--- src/hw/README_unused.sv ---
`default_nettype none
`default_nettype wire

--- src/hw/sbc_irq_pkg.sv ---
// Constants shared by the interrupt mask and fault-flag block.
// Assumes a 40 MHz ref_clk and 7-bit register addresses.
`default_nettype none

package sbc_irq_pkg;

    // Register addresses
    localparam logic [6:0] ADDR_GLOBAL_SUMMARY = 7'h50;
    localparam logic [6:0] ADDR_WAKE_WD_FLAGS = 7'h51;
    localparam logic [6:0] ADDR_WAKE_WD_MASK = 7'h56;
    localparam logic [6:0] ADDR_SUPPLY_MASK = 7'h57;
    localparam logic [6:0] ADDR_SERIAL_MASK = 7'h58;
    localparam logic [6:0] ADDR_LIN_FLAGS = 7'h5A;
    localparam logic [6:0] ADDR_LIN_MASK = 7'h5E;
    localparam logic [6:0] ADDR_MAP_TOP = 7'h7F;

    // Field positions, wake and watchdog group
    localparam int WD_EVENT_POS = 7;
    localparam int LOCAL_WAKE_POS = 5;
    localparam int WAKE_ERROR_POS = 4;
    // Field positions, supply and thermal group
    localparam int REG_OV_POS = 5;
    localparam int SUP_UV_POS = 4;
    localparam int REG_UV_POS = 2;
    localparam int THERM_REG_BUS_POS = 1;
    localparam int THERM_SWITCH_POS = 0;
    // Field positions, serial and fail-safe group
    localparam int SERIAL_ERR_POS = 7;
    localparam int FAILSAFE_POS = 5;
    localparam int CHECKSUM_POS = 4;
    localparam int REG_SHORT_POS = 3;
    localparam int RESTART_POS = 2;
    // Field positions, bus and switch group
    localparam int BUS_WAKE_POS = 7;
    localparam int BUS_TIMEOUT_POS = 6;
    localparam int SW_OVERCURRENT_POS = 3;
    localparam int SW_OPEN_LOAD_POS = 2;
    // Field positions, global summary
    localparam int SUM_ANY_POS = 7;
    localparam int SUM_GROUP1_POS = 6;
    localparam int SUM_GROUP2_POS = 5;
    localparam int SUM_GROUP3_POS = 4;
    localparam int SUM_GROUP4_POS = 2;

    // Reset values
    localparam logic [7:0] RST_WAKE_WD_MASK = 8'hB0;
    localparam logic [7:0] RST_SUPPLY_MASK = 8'h37;
    localparam logic [7:0] RST_SERIAL_MASK = 8'hBC;
    localparam logic [7:0] RST_LIN_FLAGS = 8'h00;
    localparam logic [7:0] RST_LIN_MASK = 8'hCC;

    // Serial frame: 7 address bits, write flag, 8 data bits
    localparam int FRAME_BITS = 16;
    localparam int HEADER_BITS = 8;

    // Normal-mode entry settling time
    localparam int CLK_PERIOD_NS = 25;
    localparam int NORMAL_INIT_NS = 20000;
    localparam int NORMAL_INIT_CYCLES =
        (NORMAL_INIT_NS + CLK_PERIOD_NS - 1) / CLK_PERIOD_NS;
    localparam int INIT_CNT_W = $clog2(NORMAL_INIT_CYCLES + 1);

endpackage : sbc_irq_pkg

`default_nettype wire

--- src/hw/spi_reg_if.sv ---
// Register access channel between serial front end and register file.
// Assumes both ends run on ref_clk; strobes are one-cycle pulses.
`default_nettype none

interface spi_reg_if;
    logic [6:0] addr;
    logic [7:0] wdata;
    logic [7:0] rdata;
    logic wrStrobe;
    logic rdStrobe;

    modport frontEnd (output addr, wdata, wrStrobe, rdStrobe, input rdata);
    modport regFile (input addr, wdata, wrStrobe, rdStrobe, output rdata);
endinterface : spi_reg_if

`default_nettype wire

--- src/hw/spi_frame_slave.sv ---
// Serial register port: samples the link pins on ref_clk.
// Assumes link clock idle low, data sampled on its rising edge.
`default_nettype none

module spi_frame_slave
    import sbc_irq_pkg::*;
(
    // Clock and reset
    input wire logic ref_clk,
    input wire logic reset,
    // Serial pins
    input wire logic sclkPin,
    input wire logic csNPin,
    input wire logic sdiPin,
    output logic sdoOut,
    output logic sdoOe,
    output logic frameError,
    // Register side
    spi_reg_if.frontEnd bus
);
    logic sclkS1, sclkS2, sclkPrev_q, csS1, csS2, csPrev_q, sdiS1, sdiS2;
    logic [4:0] bitCnt_q;
    logic [7:0] shiftIn_q, shiftOut_q;
    logic isWrite_q, sclkRise, sclkFall, active;

    // Two-stage synchronisers; only stage two feeds logic
    always_ff @(posedge ref_clk)
    begin
        sclkS1 <= sclkPin;
        sclkS2 <= sclkS1;
        csS1 <= csNPin;
        csS2 <= csS1;
        sdiS1 <= sdiPin;
        sdiS2 <= sdiS1;
        sclkPrev_q <= sclkS2;
        csPrev_q <= csS2;
    end

    assign active = !csS2;
    assign sclkRise = active && sclkS2 && !sclkPrev_q;
    assign sclkFall = active && !sclkS2 && sclkPrev_q;

    // Bit counter saturates so an overlong frame stays detectable
    always_ff @(posedge ref_clk)
    begin
        if (reset || !active)
            bitCnt_q <= 5'h00;
        else if (sclkRise && bitCnt_q != 5'h11)
            bitCnt_q <= bitCnt_q + 5'h01;
    end

    // Header and data capture, strobes to the register file
    always_ff @(posedge ref_clk)
    begin
        bus.rdStrobe <= 1'b0;
        bus.wrStrobe <= 1'b0;
        if (reset)
        begin
            shiftIn_q <= 8'h00;
            isWrite_q <= 1'b0;
            bus.addr <= 7'h00;
            bus.wdata <= 8'h00;
        end
        else if (sclkRise)
        begin
            shiftIn_q <= {shiftIn_q[6:0], sdiS2};
            if (bitCnt_q == 5'(HEADER_BITS - 1))
            begin
                bus.addr <= shiftIn_q[6:0];
                isWrite_q <= sdiS2;
                bus.rdStrobe <= 1'b1;
            end
            if (bitCnt_q == 5'(FRAME_BITS - 1))
            begin
                bus.wdata <= {shiftIn_q[6:0], sdiS2};
                bus.wrStrobe <= isWrite_q;
            end
        end
    end

    // Read data loads after the header, shifts on falling edges
    always_ff @(posedge ref_clk)
    begin
        if (reset || !active)
            shiftOut_q <= 8'h00;
        else if (bus.rdStrobe)
            shiftOut_q <= bus.rdata;
        else if (sclkFall && bitCnt_q > 5'(HEADER_BITS))
            shiftOut_q <= {shiftOut_q[6:0], 1'b0};
    end

    // Short or long frame flagged when chip select rises
    always_ff @(posedge ref_clk)
    begin
        if (reset)
            frameError <= 1'b0;
        else
            frameError <= csS2 && !csPrev_q && bitCnt_q != 5'h00
                && bitCnt_q != 5'(FRAME_BITS);
    end

    assign sdoOut = shiftOut_q[7];
    assign sdoOe = active;

endmodule : spi_frame_slave

`default_nettype wire

--- src/hw/mode_supervisor.sv ---
// Supply watch, receive-pin standby signalling and normal-entry settling.
// Assumes supply comparators and receiver output are asynchronous pins.
`default_nettype none

module mode_supervisor
    import sbc_irq_pkg::*;
(
    // Clock and reset
    input wire logic ref_clk,
    input wire logic reset,
    // Analog and receiver pins
    input wire logic supplyUvPin,
    input wire logic porBelowPin,
    input wire logic busRxdPin,
    // Mode control
    input wire logic normalEntryReq,
    output logic rxdOut,
    output logic porReset,
    output logic standbyActive,
    output logic normalReady
);
    logic uvS1, uvS2, porS1, porS2, rxS1, rxS2;
    logic [INIT_CNT_W-1:0] initCnt_q;

    // Synchronisers for the comparator and receiver pins
    always_ff @(posedge ref_clk)
    begin
        uvS1 <= supplyUvPin;
        uvS2 <= uvS1;
        porS1 <= porBelowPin;
        porS2 <= porS1;
        rxS1 <= busRxdPin;
        rxS2 <= rxS1;
    end

    // Only a fall below the threshold resets; a brownout passes
    assign porReset = porS2;
    assign standbyActive = uvS2;

    // Undervoltage pulls receive output low to flag standby
    always_ff @(posedge ref_clk)
    begin
        if (reset)
            rxdOut <= 1'b1;
        else
            rxdOut <= uvS2 ? 1'b0 : rxS2;
    end

    // Every normal entry restarts the settling count
    always_ff @(posedge ref_clk)
    begin
        if (reset || porS2)
        begin
            initCnt_q <= '0;
            normalReady <= 1'b0;
        end
        else if (normalEntryReq)
        begin
            initCnt_q <= INIT_CNT_W'(NORMAL_INIT_CYCLES);
            normalReady <= 1'b0;
        end
        else if (initCnt_q != '0)
        begin
            initCnt_q <= initCnt_q - 1'b1;
            normalReady <= (initCnt_q == INIT_CNT_W'(1));
        end
    end
endmodule : mode_supervisor

`default_nettype wire

--- src/hw/sbc_interrupt_mask_flags.sv ---
// Interrupt enable registers, bus and switch fault flags, summary and
// interrupt pin. Assumes flag groups 1 to 3 are kept by other logic on
// ref_clk and that event inputs are single-cycle pulses on ref_clk.
`default_nettype none

module sbc_interrupt_mask_flags
    import sbc_irq_pkg::*;
(
    // Clock and reset
    input wire logic ref_clk,
    input wire logic reset,
    // Serial register pins
    input wire logic sclkPin,
    input wire logic csNPin,
    input wire logic sdiPin,
    output logic sdoOut,
    output logic sdoOe,
    output logic serialFrameError,
    // Flag groups kept elsewhere
    input wire logic [7:0] flagGroup1,
    input wire logic [7:0] flagGroup2,
    input wire logic [7:0] flagGroup3,
    // Wake error sources
    input wire logic wakeTimerExpired,
    input wire logic sleepModeActive,
    // Bus and switch fault events
    input wire logic busWakeEvent,
    input wire logic busTimeoutEvent,
    input wire logic switchOvercurrentEvent,
    input wire logic switchOpenLoadEvent,
    // Supply and receive pins
    input wire logic supplyUvPin,
    input wire logic porBelowPin,
    input wire logic busRxdPin,
    output logic rxdOut,
    output logic standbyActive,
    // Mode control
    input wire logic normalEntryReq,
    output logic normalReady,
    // Interrupt pin
    output logic interruptRequestOutN
);
    // Writable bits of each enable register
    localparam logic [7:0] WAKE_WD_RW = (8'h01 << WD_EVENT_POS)
        | (8'h01 << LOCAL_WAKE_POS) | (8'h01 << WAKE_ERROR_POS);
    localparam logic [7:0] SUPPLY_RW = (8'h01 << REG_OV_POS)
        | (8'h01 << SUP_UV_POS) | (8'h01 << REG_UV_POS)
        | (8'h01 << THERM_REG_BUS_POS) | (8'h01 << THERM_SWITCH_POS);
    localparam logic [7:0] SERIAL_RW = (8'h01 << SERIAL_ERR_POS)
        | (8'h01 << FAILSAFE_POS) | (8'h01 << CHECKSUM_POS)
        | (8'h01 << REG_SHORT_POS) | (8'h01 << RESTART_POS);
    localparam logic [7:0] LIN_RW = (8'h01 << BUS_WAKE_POS)
        | (8'h01 << BUS_TIMEOUT_POS) | (8'h01 << SW_OVERCURRENT_POS)
        | (8'h01 << SW_OPEN_LOAD_POS);

    spi_reg_if regBus ();

    logic porReset, regReset;
    logic [7:0] wakeWdMask_q, supplyMask_q, serialMask_q, linMask_q;
    logic [7:0] linFlags_q, linFlags_d, linSet, linClr;
    logic wakeErrorFlag_q, wakeErrorFlag_d, wakeErrSet, wakeErrClr;
    logic [7:0] group1View, summary, readData;
    logic anyEnabled, irq_q;

    // Flag update with set winning over a same-cycle clear
    function automatic logic [7:0] w1cNext(
        input logic [7:0] cur,
        input logic [7:0] set,
        input logic [7:0] clr
    );
        w1cNext = (cur & ~clr) | set;
    endfunction : w1cNext

    // True when a write strobe targets the given address
    function automatic logic writeHit(
        input logic strobe,
        input logic [6:0] addr,
        input logic [6:0] target
    );
        writeHit = strobe && (addr == target);
    endfunction : writeHit

    // Serial front end
    spi_frame_slave u_spi (
        .ref_clk (ref_clk),
        .reset (reset),
        .sclkPin (sclkPin),
        .csNPin (csNPin),
        .sdiPin (sdiPin),
        .sdoOut (sdoOut),
        .sdoOe (sdoOe),
        .frameError (serialFrameError),
        .bus (regBus.frontEnd)
    );

    // Supply watch and receive-pin handling
    mode_supervisor u_mode (
        .ref_clk (ref_clk),
        .reset (reset),
        .supplyUvPin (supplyUvPin),
        .porBelowPin (porBelowPin),
        .busRxdPin (busRxdPin),
        .normalEntryReq (normalEntryReq),
        .rxdOut (rxdOut),
        .porReset (porReset),
        .standbyActive (standbyActive),
        .normalReady (normalReady)
    );

    // Supply below threshold returns every register to its default
    assign regReset = reset || porReset;

    // Wake and watchdog enables; reserved bits never stored
    always_ff @(posedge ref_clk)
    begin
        if (regReset)
            wakeWdMask_q <= RST_WAKE_WD_MASK;
        else if (writeHit(regBus.wrStrobe, regBus.addr, ADDR_WAKE_WD_MASK))
            wakeWdMask_q <= regBus.wdata & WAKE_WD_RW;
    end

    // Supply, regulator and thermal enables
    always_ff @(posedge ref_clk)
    begin
        if (regReset)
            supplyMask_q <= RST_SUPPLY_MASK;
        else if (writeHit(regBus.wrStrobe, regBus.addr, ADDR_SUPPLY_MASK))
            supplyMask_q <= regBus.wdata & SUPPLY_RW;
    end

    // Serial, fail-safe, short and restart enables
    always_ff @(posedge ref_clk)
    begin
        if (regReset)
            serialMask_q <= RST_SERIAL_MASK;
        else if (writeHit(regBus.wrStrobe, regBus.addr, ADDR_SERIAL_MASK))
            serialMask_q <= regBus.wdata & SERIAL_RW;
    end

    // Bus and switch fault enables
    always_ff @(posedge ref_clk)
    begin
        if (regReset)
            linMask_q <= RST_LIN_MASK;
        else if (writeHit(regBus.wrStrobe, regBus.addr, ADDR_LIN_MASK))
            linMask_q <= regBus.wdata & LIN_RW;
    end

    // Bus and switch fault flag sources and clears
    always_comb
    begin
        linSet = 8'h00;
        linSet[BUS_WAKE_POS] = busWakeEvent;
        linSet[BUS_TIMEOUT_POS] = busTimeoutEvent;
        linSet[SW_OVERCURRENT_POS] = switchOvercurrentEvent;
        linSet[SW_OPEN_LOAD_POS] = switchOpenLoadEvent;
        linClr = 8'h00;
        if (writeHit(regBus.wrStrobe, regBus.addr, ADDR_LIN_FLAGS))
            linClr = regBus.wdata & LIN_RW;
        linFlags_d = w1cNext(linFlags_q, linSet, linClr) & LIN_RW;
    end

    // Flags hold until software writes a one to them
    always_ff @(posedge ref_clk)
    begin
        if (regReset)
            linFlags_q <= RST_LIN_FLAGS;
        else
            linFlags_q <= linFlags_d;
    end

    // Wake error: timer expired after falling back to sleep
    always_comb
    begin
        wakeErrSet = wakeTimerExpired && sleepModeActive;
        wakeErrClr = writeHit(regBus.wrStrobe, regBus.addr,
            ADDR_WAKE_WD_FLAGS) && regBus.wdata[WAKE_ERROR_POS];
        // Set wins over a clear written in the same cycle
        wakeErrorFlag_d = (wakeErrorFlag_q && !wakeErrClr) || wakeErrSet;
    end

    always_ff @(posedge ref_clk)
    begin
        if (regReset)
            wakeErrorFlag_q <= 1'b0;
        else
            wakeErrorFlag_q <= wakeErrorFlag_d;
    end

    // Group 1 as seen by software carries the local wake error flag
    always_comb
    begin
        group1View = flagGroup1;
        group1View[WAKE_ERROR_POS] = wakeErrorFlag_q;
    end

    // Summary: raw OR of all flags, and one bit per group
    always_comb
    begin
        summary = 8'h00;
        summary[SUM_GROUP1_POS] = |group1View;
        summary[SUM_GROUP2_POS] = |flagGroup2;
        summary[SUM_GROUP3_POS] = |flagGroup3;
        summary[SUM_GROUP4_POS] = |linFlags_q;
        summary[SUM_ANY_POS] = |summary;
    end

    // Read decode; anything else up to the map top reads zero
    always_comb
    begin
        unique case (regBus.addr)
            ADDR_GLOBAL_SUMMARY: readData = summary;
            ADDR_WAKE_WD_FLAGS: readData = group1View;
            ADDR_WAKE_WD_MASK: readData = wakeWdMask_q;
            ADDR_SUPPLY_MASK: readData = supplyMask_q;
            ADDR_SERIAL_MASK: readData = serialMask_q;
            ADDR_LIN_FLAGS: readData = linFlags_q;
            ADDR_LIN_MASK: readData = linMask_q;
            default: readData = 8'h00;
        endcase
    end

    assign regBus.rdata = readData;

    // Any flag with its enable set pulls the pin low
    assign anyEnabled = |(group1View & wakeWdMask_q)
        || |(flagGroup2 & supplyMask_q)
        || |(flagGroup3 & serialMask_q)
        || |(linFlags_q & linMask_q);

    // Registered so the pin never glitches on decode
    always_ff @(posedge ref_clk)
    begin
        if (regReset)
            irq_q <= 1'b0;
        else
            irq_q <= anyEnabled;
    end

    assign interruptRequestOutN = !irq_q;
endmodule : sbc_interrupt_mask_flags

`default_nettype wire

--- config.mk ---
export PLATFORM = sky130hd
export DESIGN_NAME = sbc_interrupt_mask_flags
export DESIGN_NICKNAME = d
export VERILOG_FILES = /design/src/hw/README_unused.sv /design/src/hw/sbc_irq_pkg.sv /design/src/hw/spi_reg_if.sv /design/src/hw/spi_frame_slave.sv /design/src/hw/mode_supervisor.sv /design/src/hw/sbc_interrupt_mask_flags.sv
export SDC_FILE = /design/constraint.sdc
export NUM_CORES = 1
export LEC_CHECK = 0
export ABC_AREA = 1
export BUFFER_PORTS_ARGS = -buffer_cell sky130_fd_sc_hd__buf_2
export CORE_ASPECT_RATIO = 1.1
export CORE_MARGIN = 2
export CORE_UTILIZATION = 50
export CTS_BUF_LIST = sky130_fd_sc_hd__clkbuf_16
export CTS_CLUSTER_DIAMETER = 150
export DETAILED_ROUTE_END_ITERATION = 10
export HOLD_SLACK_MARGIN = 0.12
export PLACE_DENSITY = 0.77
export SLEW_MARGIN = 20
export SYNTH_ARGS = -nofsm -noshare
export SYNTH_HDL_FRONTEND = slang
export SYNTH_SLANG_ARGS = --single-unit
export TNS_END_PERCENT = 10
--- constraint.sdc ---
create_clock -name ref_clk -period 4.7 [get_ports ref_clk]
set_clock_uncertainty 0.15 [all_clocks]
set_input_delay 0.235 -clock ref_clk [delete_from_list [all_inputs] [get_ports ref_clk]]
set_output_delay 0.235 -clock ref_clk [all_outputs]
set_load 0.05 [all_outputs]
## Yosys cells after proc, flatten, opt, wreduce, memory -nomap -nowiden

Cells that the tools add are included.

- Bits in registers: 92
- Input port bits: 39
- Output and inout port bits: 7
- Logic and storage cells: 115

- Add/subtract/negate cells: 2
- Magnitude comparators: 1
- Equality and inequality tests: 12
- Multiplexer cells: 8
- Bitwise logic cells: 9
- Reduce and logical (&&, ||, !) cells: 48

Operator list:

| kind | count |
|---|---|
| $reduce_or 8->1 | 8 |
| $pmux 8 s7 | 1 |
| $eq 7x7->1 const B | 7 |
| $and 8x8->8 | 4 |
| $reduce_or 32->1 | 1 |
| $mux 8 | 3 |
| $mux 10 | 2 |
| $logic_and 1x1->1 | 18 |
| $eq 10x1->1 const B | 1 |
| $ne 5x5->1 const B | 2 |
| $reduce_bool 10->1 | 1 |
| $sub 10x1->10 const B | 1 |
| $and 8x6->8 | 1 |
| $not 8->8 | 1 |
| $or 8x8->8 | 1 |
| $logic_not 1->1 | 6 |
| $logic_or 1x1->1 | 6 |
| $add 5x1->5 const B | 1 |
| $eq 5x3->1 const B | 1 |
| $eq 5x4->1 const B | 1 |
| $gt 5x4->1 const B | 1 |
| $reduce_bool 5->1 | 1 |
| $reduce_and 2->1 | 2 |
| $reduce_bool 2->1 | 2 |
| 4 further kinds | 7 |

## Logic depth before layout (Yosys ltp)

- Depth in word-level cells: 6
- Mapped depth: 10
- Gate-level depth less buffers: 10

## Modules after synthesis

Synthesis repeated with hierarchy kept, for this count alone.

- Cells, all modules: 569
- Area total of the unflattened synthesis: 4,149.0 sq um

By module, submodules not included:

| module | instances | cells each | area an instance (sq um) | sequential area each (sq um) |
|---|---|---|---|---|
| spi_frame_slave | 1 | 219 | 1,836.8 | 940.9 |
| sbc_interrupt_mask_flags | 1 | 253 | 1,527.7 | 460.4 |
| mode_supervisor | 1 | 97 | 784.5 | 360.3 |

## Least setup slack after synthesis

OpenSTA, ideal clock, no wires.

- Path kind: register to register
- From: register u_spi.bitCnt_q[0]
- To: register u_spi.bus.wdata[0]
- Setup time: 86 ps
- Data arrival time: 1,415 ps
- Data required time: 4,464 ps
- Setup slack: 3,049 ps
- Stages on the path, launching flop included: 10
- Path buffers: 1
- Period minus slack after synthesis: 1,651 ps
- Cells stage by stage: dfxtp_1 > ha_1 > inv_1 > nor3_1 > ha_1 > nand2_4 > inv_1 > buf_4 > nor2_1 > a211oi_1

- Word-level cells in the longest chain between the ends: 2

RTL lines:

| what | line | source |
|---|---|---|
| from (decl) | spi_frame_slave.sv:22 | `logic [4:0] bitCnt_q;` |
| from (signal assigned) | spi_frame_slave.sv:49 | `bitCnt_q <= bitCnt_q + 5'h01;` |
| $eq 5x4->1 | spi_frame_slave.sv:73 | `if (bitCnt_q == 5'(FRAME_BITS - 1))` |
| $reduce_and 2->1 (no line) | - |  |
| to (signal assigned) | spi_frame_slave.sv:75 | `bus.wdata <= {shiftIn_q[6:0], sdiS2};` |
| to (decl) | spi_reg_if.sv:12 | `modport frontEnd (output addr, wdata, wrStrobe, rdStrobe, input rdata);` |

Every way passes these cells.
A chain may end at the register's enable or synchronous reset.

## Worst setup path in the final report

- From: register u_spi.bus.addr[4]
- To: register u_spi.shiftOut_q[1]

- Word-level cells in the longest chain between the ends: 3
- Elaborated cells between the ends (all ways): 9
- Those cells by class: eq/ne: 7; mux: 2

RTL lines:

| what | line | source |
|---|---|---|
| from (decl) | spi_reg_if.sv:12 |  |
| from (signal assigned) | spi_frame_slave.sv:69 | `bus.addr <= shiftIn_q[6:0];` |
| $eq 7x7->1 | sbc_interrupt_mask_flags.sv:211 | `unique case (regBus.addr)` |
| $pmux 8 s7 * | sbc_interrupt_mask_flags.sv:211 |  |
| $mux 8 * | spi_frame_slave.sv:86 | `else if (bus.rdStrobe)` |
| to (signal assigned) | spi_frame_slave.sv:87 | `shiftOut_q <= bus.rdata;` |
| to (signal assigned) | spi_frame_slave.sv:89 | `shiftOut_q <= {shiftOut_q[6:0], 1'b0};` |
| to (decl) | spi_frame_slave.sv:23 | `logic [7:0] shiftIn_q, shiftOut_q;` |

Every way passes the cells marked *; elsewhere a longest branch is shown, timed or not.

==> results_tabular.tex <==
\begin{tabular}{lr}
\hline
Metric & Value \\
\hline
\multicolumn{2}{l}{\textbf{Floorplanning}} \\
Site Rows & 34 \\
Area of the core & 7830 um2 \\
Chip height & 97.9 um \\
Initial core utilization & 51.2\% \\
Area of the die & 8750 um2 \\
Die X-Extent & 89.3 um \\
IO Count & 46 \\
\multicolumn{2}{l}{\textbf{Synthesis}} \\
Commonest cells in the synthesized netlist & 95 x nand2\_1, 88 x dfxtp\_1, 66 x inv\_1 \\
Mapped Avg Cell Area & 7.53 um2 \\
Cell types with the largest area share after synthesis & dfxtp\_1 44\%, nand2\_1 8.9\%, inv\_1 6.2\% \\
Sequential-to-total area share from yosys stat & 44.0\% \\
Netlist Area Pre-Place & 4010 um2 \\
Synth Warn \# & 0 \\
Synthesized net count & 578 \\
Instance count of the mapped netlist & 532 \\
Most used standard cell by instance count after synthesis & nand2\_1 \\
Count of distinct cell types in the synthesized netlist & 39 \\
Main combinational cell family by area after synthesis & simple AND/OR/NAND/NOR gates \\
Seq cells post-synth & 88 \\
Dominant synthesized flop cell & dfxtp\_1 \\
Share of the synthesized area in compound gates (AO/OA/AOI/OAI) & 15.1\% \\
Simple-gate area share of the yosys netlist & 29.6\% \\
XOR/XNOR Fraction of Synth Area & 0.437\% \\
Async set or reset register ratio after synthesis & 0\% \\
Proportion of netlist area held by the largest area contributor & 44.0\% \\
Fraction of the mapped netlist area in adder cells & 2.19\% \\
Post-synthesis cell type with the largest combined area & dfxtp\_1 \\
Proportion of synthesized area in mux cells & 0\% \\
Count of flip-flops with a built-in enable after synthesis & 0 \\
\multicolumn{2}{l}{\textbf{Final layout}} \\
Area of the multi-input gates & 1900 um2 \\
Total number of nets in the final design & 637 \\
Layout area overhead & 19.6\% \\
Number of antenna repair diodes & 0 \\
Cell Count, Final, Fillers Out & 704 \\
Number of filler instances in the final layout & 713 \\
Share of layout cells above drive strength 1 & 15.8\% \\
Sequential standard cell area & 1760 um2 \\
\multicolumn{2}{l}{\textbf{Timing}} \\
Final-layout setup total negative slack & 0 ps \\
Setup violation total in the final timing report & 0 \\
Time the final worst path needs with I/O delays and setup & 1920 ps \\
Normalized max-slew margin & 45.7\% \\
Hold Worst Slack & 126 ps \\
Max-slew violation total from the final report & 0 \\
Crit share post-route & 40.8\% \\
Worst-margin pin slew & 812 ps \\
Final Hold Vio Count & 0 \\
Maximum operating frequency & 521 MHz \\
Unrepaired setup endpoints after global routing & false \\
\multicolumn{2}{l}{\textbf{Power and ir drop}} \\
Maximum resistive drop on vdd & 215 uV \\
Leakage power & 2.10 nW \\
Power density over the cells & 369 nW/um2 \\
\multicolumn{2}{l}{\textbf{Routing}} \\
Final ANT Viol Nets & 0 \\
DRC viols & 0 \\
Total Routed Length & 9190 um \\
Via count of the routed design & 3,692 \\
Router iterations before antenna repair & 7 \\
Post-DR vias/cell & 5.24 \\
DRC marker count from the first detailed-route iteration & 270 \\
WL/cell & 13.0 um \\
\multicolumn{2}{l}{\textbf{Global route}} \\
Vias in the first global route & 3,378 \\
Maximum number of pins on one net before global-route repair & 23 \\
Aggregate global-route resource usage & 22.1\% \\
Number of antenna violations at the first check in global routing & 0 \\
Global route total overflow & 0 \\
Wire length of the first global-routing pass & 15,200 um \\
\multicolumn{2}{l}{\textbf{Placed design}} \\
Inst Count DP & 674 \\
DP Wirelength & 6770 um \\
Number of port buffers & 44 \\
Placer Congestion & 0.932 \\
\multicolumn{2}{l}{\textbf{Flow run}} \\
Max Cap Violations & 0 \\
\multicolumn{2}{l}{\textbf{Critical path}} \\
Worst Path Required & 4840 ps \\
Worst Setup End Kind & flip-flop \\
Start-to-end type of the worst setup path & flip-flop to flip-flop \\
Data arrival at the endpoint of the critical path & 2060 ps \\
Setup crit start kind & flip-flop \\
Crit path max fanout & 22 \\
\multicolumn{2}{l}{\textbf{Clocking}} \\
Maximum level of the CTS H-tree & 3 \\
Clock sink total & 88 \\
Number of buffers added by the clock tree synthesis step & 9 \\
Worst skew pair latency & 340 ps \\
Clk Tree Root Cell & clkbuf\_16 \\
CTS-repair resized insts & 0 \\
Clock-pin transition on the worst setup and hold timing paths & 70 ps \\
Maximum buffer depth of the clock tree & 2 \\
CTS tree & done \\
\multicolumn{2}{l}{\textbf{Outcome}} \\
Status & finished clean \\
\multicolumn{2}{l}{\textbf{Worst hold path}} \\
Hold WC Path Type & input pin to flip-flop \\
\hline
\end{tabular}
power breakdown:
part | internal, mW | switching (mW) | leakage [nW]
combinational | 0.0595 | 0.0984 | 1.21
sequential | 0.765 | 0.0131 | 0.718
clock | 0.525 | 0.309 | 0.171
total | 1.35 | 0.420 | 2.10
cells in the final DEF, fill, tap and decap left out, types with 3 or more instances in the layout:
master         synthesis  routed
dlygate4sd3_1          0      14
ha_1                   7       7
a21oi_1               37      37
nor2_4                 6       6
nand3_1               48      48
inv_1                 66      66
clkbuf_16              0       9
dfxtp_1               88      88
o21ai_0               46      46
nand2_1               95      95
nor2_1                51      51
bufinv_16              0       3
o211ai_1              15      15
nor3_2                 3       3
nor2_2                 5       5
nand2_4                4       4
inv_2                  9       9
buf_2                  3      44
o22ai_1                3       3
nor3_1                 8       8
nand4_1                8       8
cell families (layout without fill, tap and decap cells):
group | after synthesis | after routing
and+or+nand+nor | 240 | 240
AOI/OAI and AO/OA | 109 | 109
buffers and inverters | 86 | 150
adders and majority gates | 7 | 7
DFF | 88 | 88
xor gates and xnor gates | 2 | 2
final cells by class:
| class | count | share of cell area (%) |
|---|---|---|
| flip-flops and latches | 88 | 36.8 |
| clock buffers | 9 | 4.70 |
| repair buffers | 58 | 7.52 |
| multi-input cells | 358 | 39.6 |
| well taps | 108 | 2.82 |
| clock inverters | 7 | 2.61 |
| inverters | 76 | 6.01 |
registers in the layout, summed over array words and instances, names as in the netlist, 3 cells and up:
signal            count
linFlags_q            4
linMask_q             4
serialMask_q          5
supplyMask_q          5
u_mode.initCnt_q     10
u_spi.bitCnt_q        5
u_spi.bus.addr        7
u_spi.bus.wdata       8
u_spi.shiftIn_q       7
u_spi.shiftOut_q      8
wakeWdMask_q          3
layer usage:
layer / up-vias / wire (um) / global-route usage [%]
met5: - / 0 / 0
met4: 0 / 209 / 8.04
met3: 20 / 446 / 4.56
met2: 115 / 4290 / 35.7
met1: 1679 / 4240 / 28.9
li1: 1878 / - / -
worst paths after layout:
path / start / endpoint / slack [ps] / cells past startpoint
setup / recovery: u_spi.bus.addr[4] / u_spi.shiftOut_q[1] / 2780 / 8
hold / removal: flagGroup3[2] / irq_q / 130 / 5
setup reg to reg: u_spi.bus.addr[4] / u_spi.shiftOut_q[1] / 2780 / 8
hold reg to reg: u_mode.rxS1 / u_mode.rxS2 / 180 / 0
repair_timing:
item,in CTS,in global routing
hold buffers,14,0
endpoints found under the hold margin,26,0
buffers inserted,0,0
stage by stage:
stage / power (mW) / instance area, um2 / utilization, % / setup slack [ps]
2_1_floorplan: 0.897 / 4010 / - / 3050
3_3_place_gp: 0.936 / 4300 / 55.0 / 2850
3_5_place_dp: 0.941 / 4300 / 55.0 / 2790
4_1_cts: 1.78 / 4790 / 61.2 / 2760
5_1_grt: 1.83 / 4790 / 61.2 / 2540
6_report: 1.77 / 4790 / 61.2 / 2780
critical path, cell delays in order (launching register included):
cell and delay (ps):
dfxtp_1 370, nand2_1 100, nor2_4 400, nand2_1 280
o21ai_0 210, nand2_1 80, nand3_1 110, nand3_1 90
inv_1 80
Power figures use the tool's default switching activity.
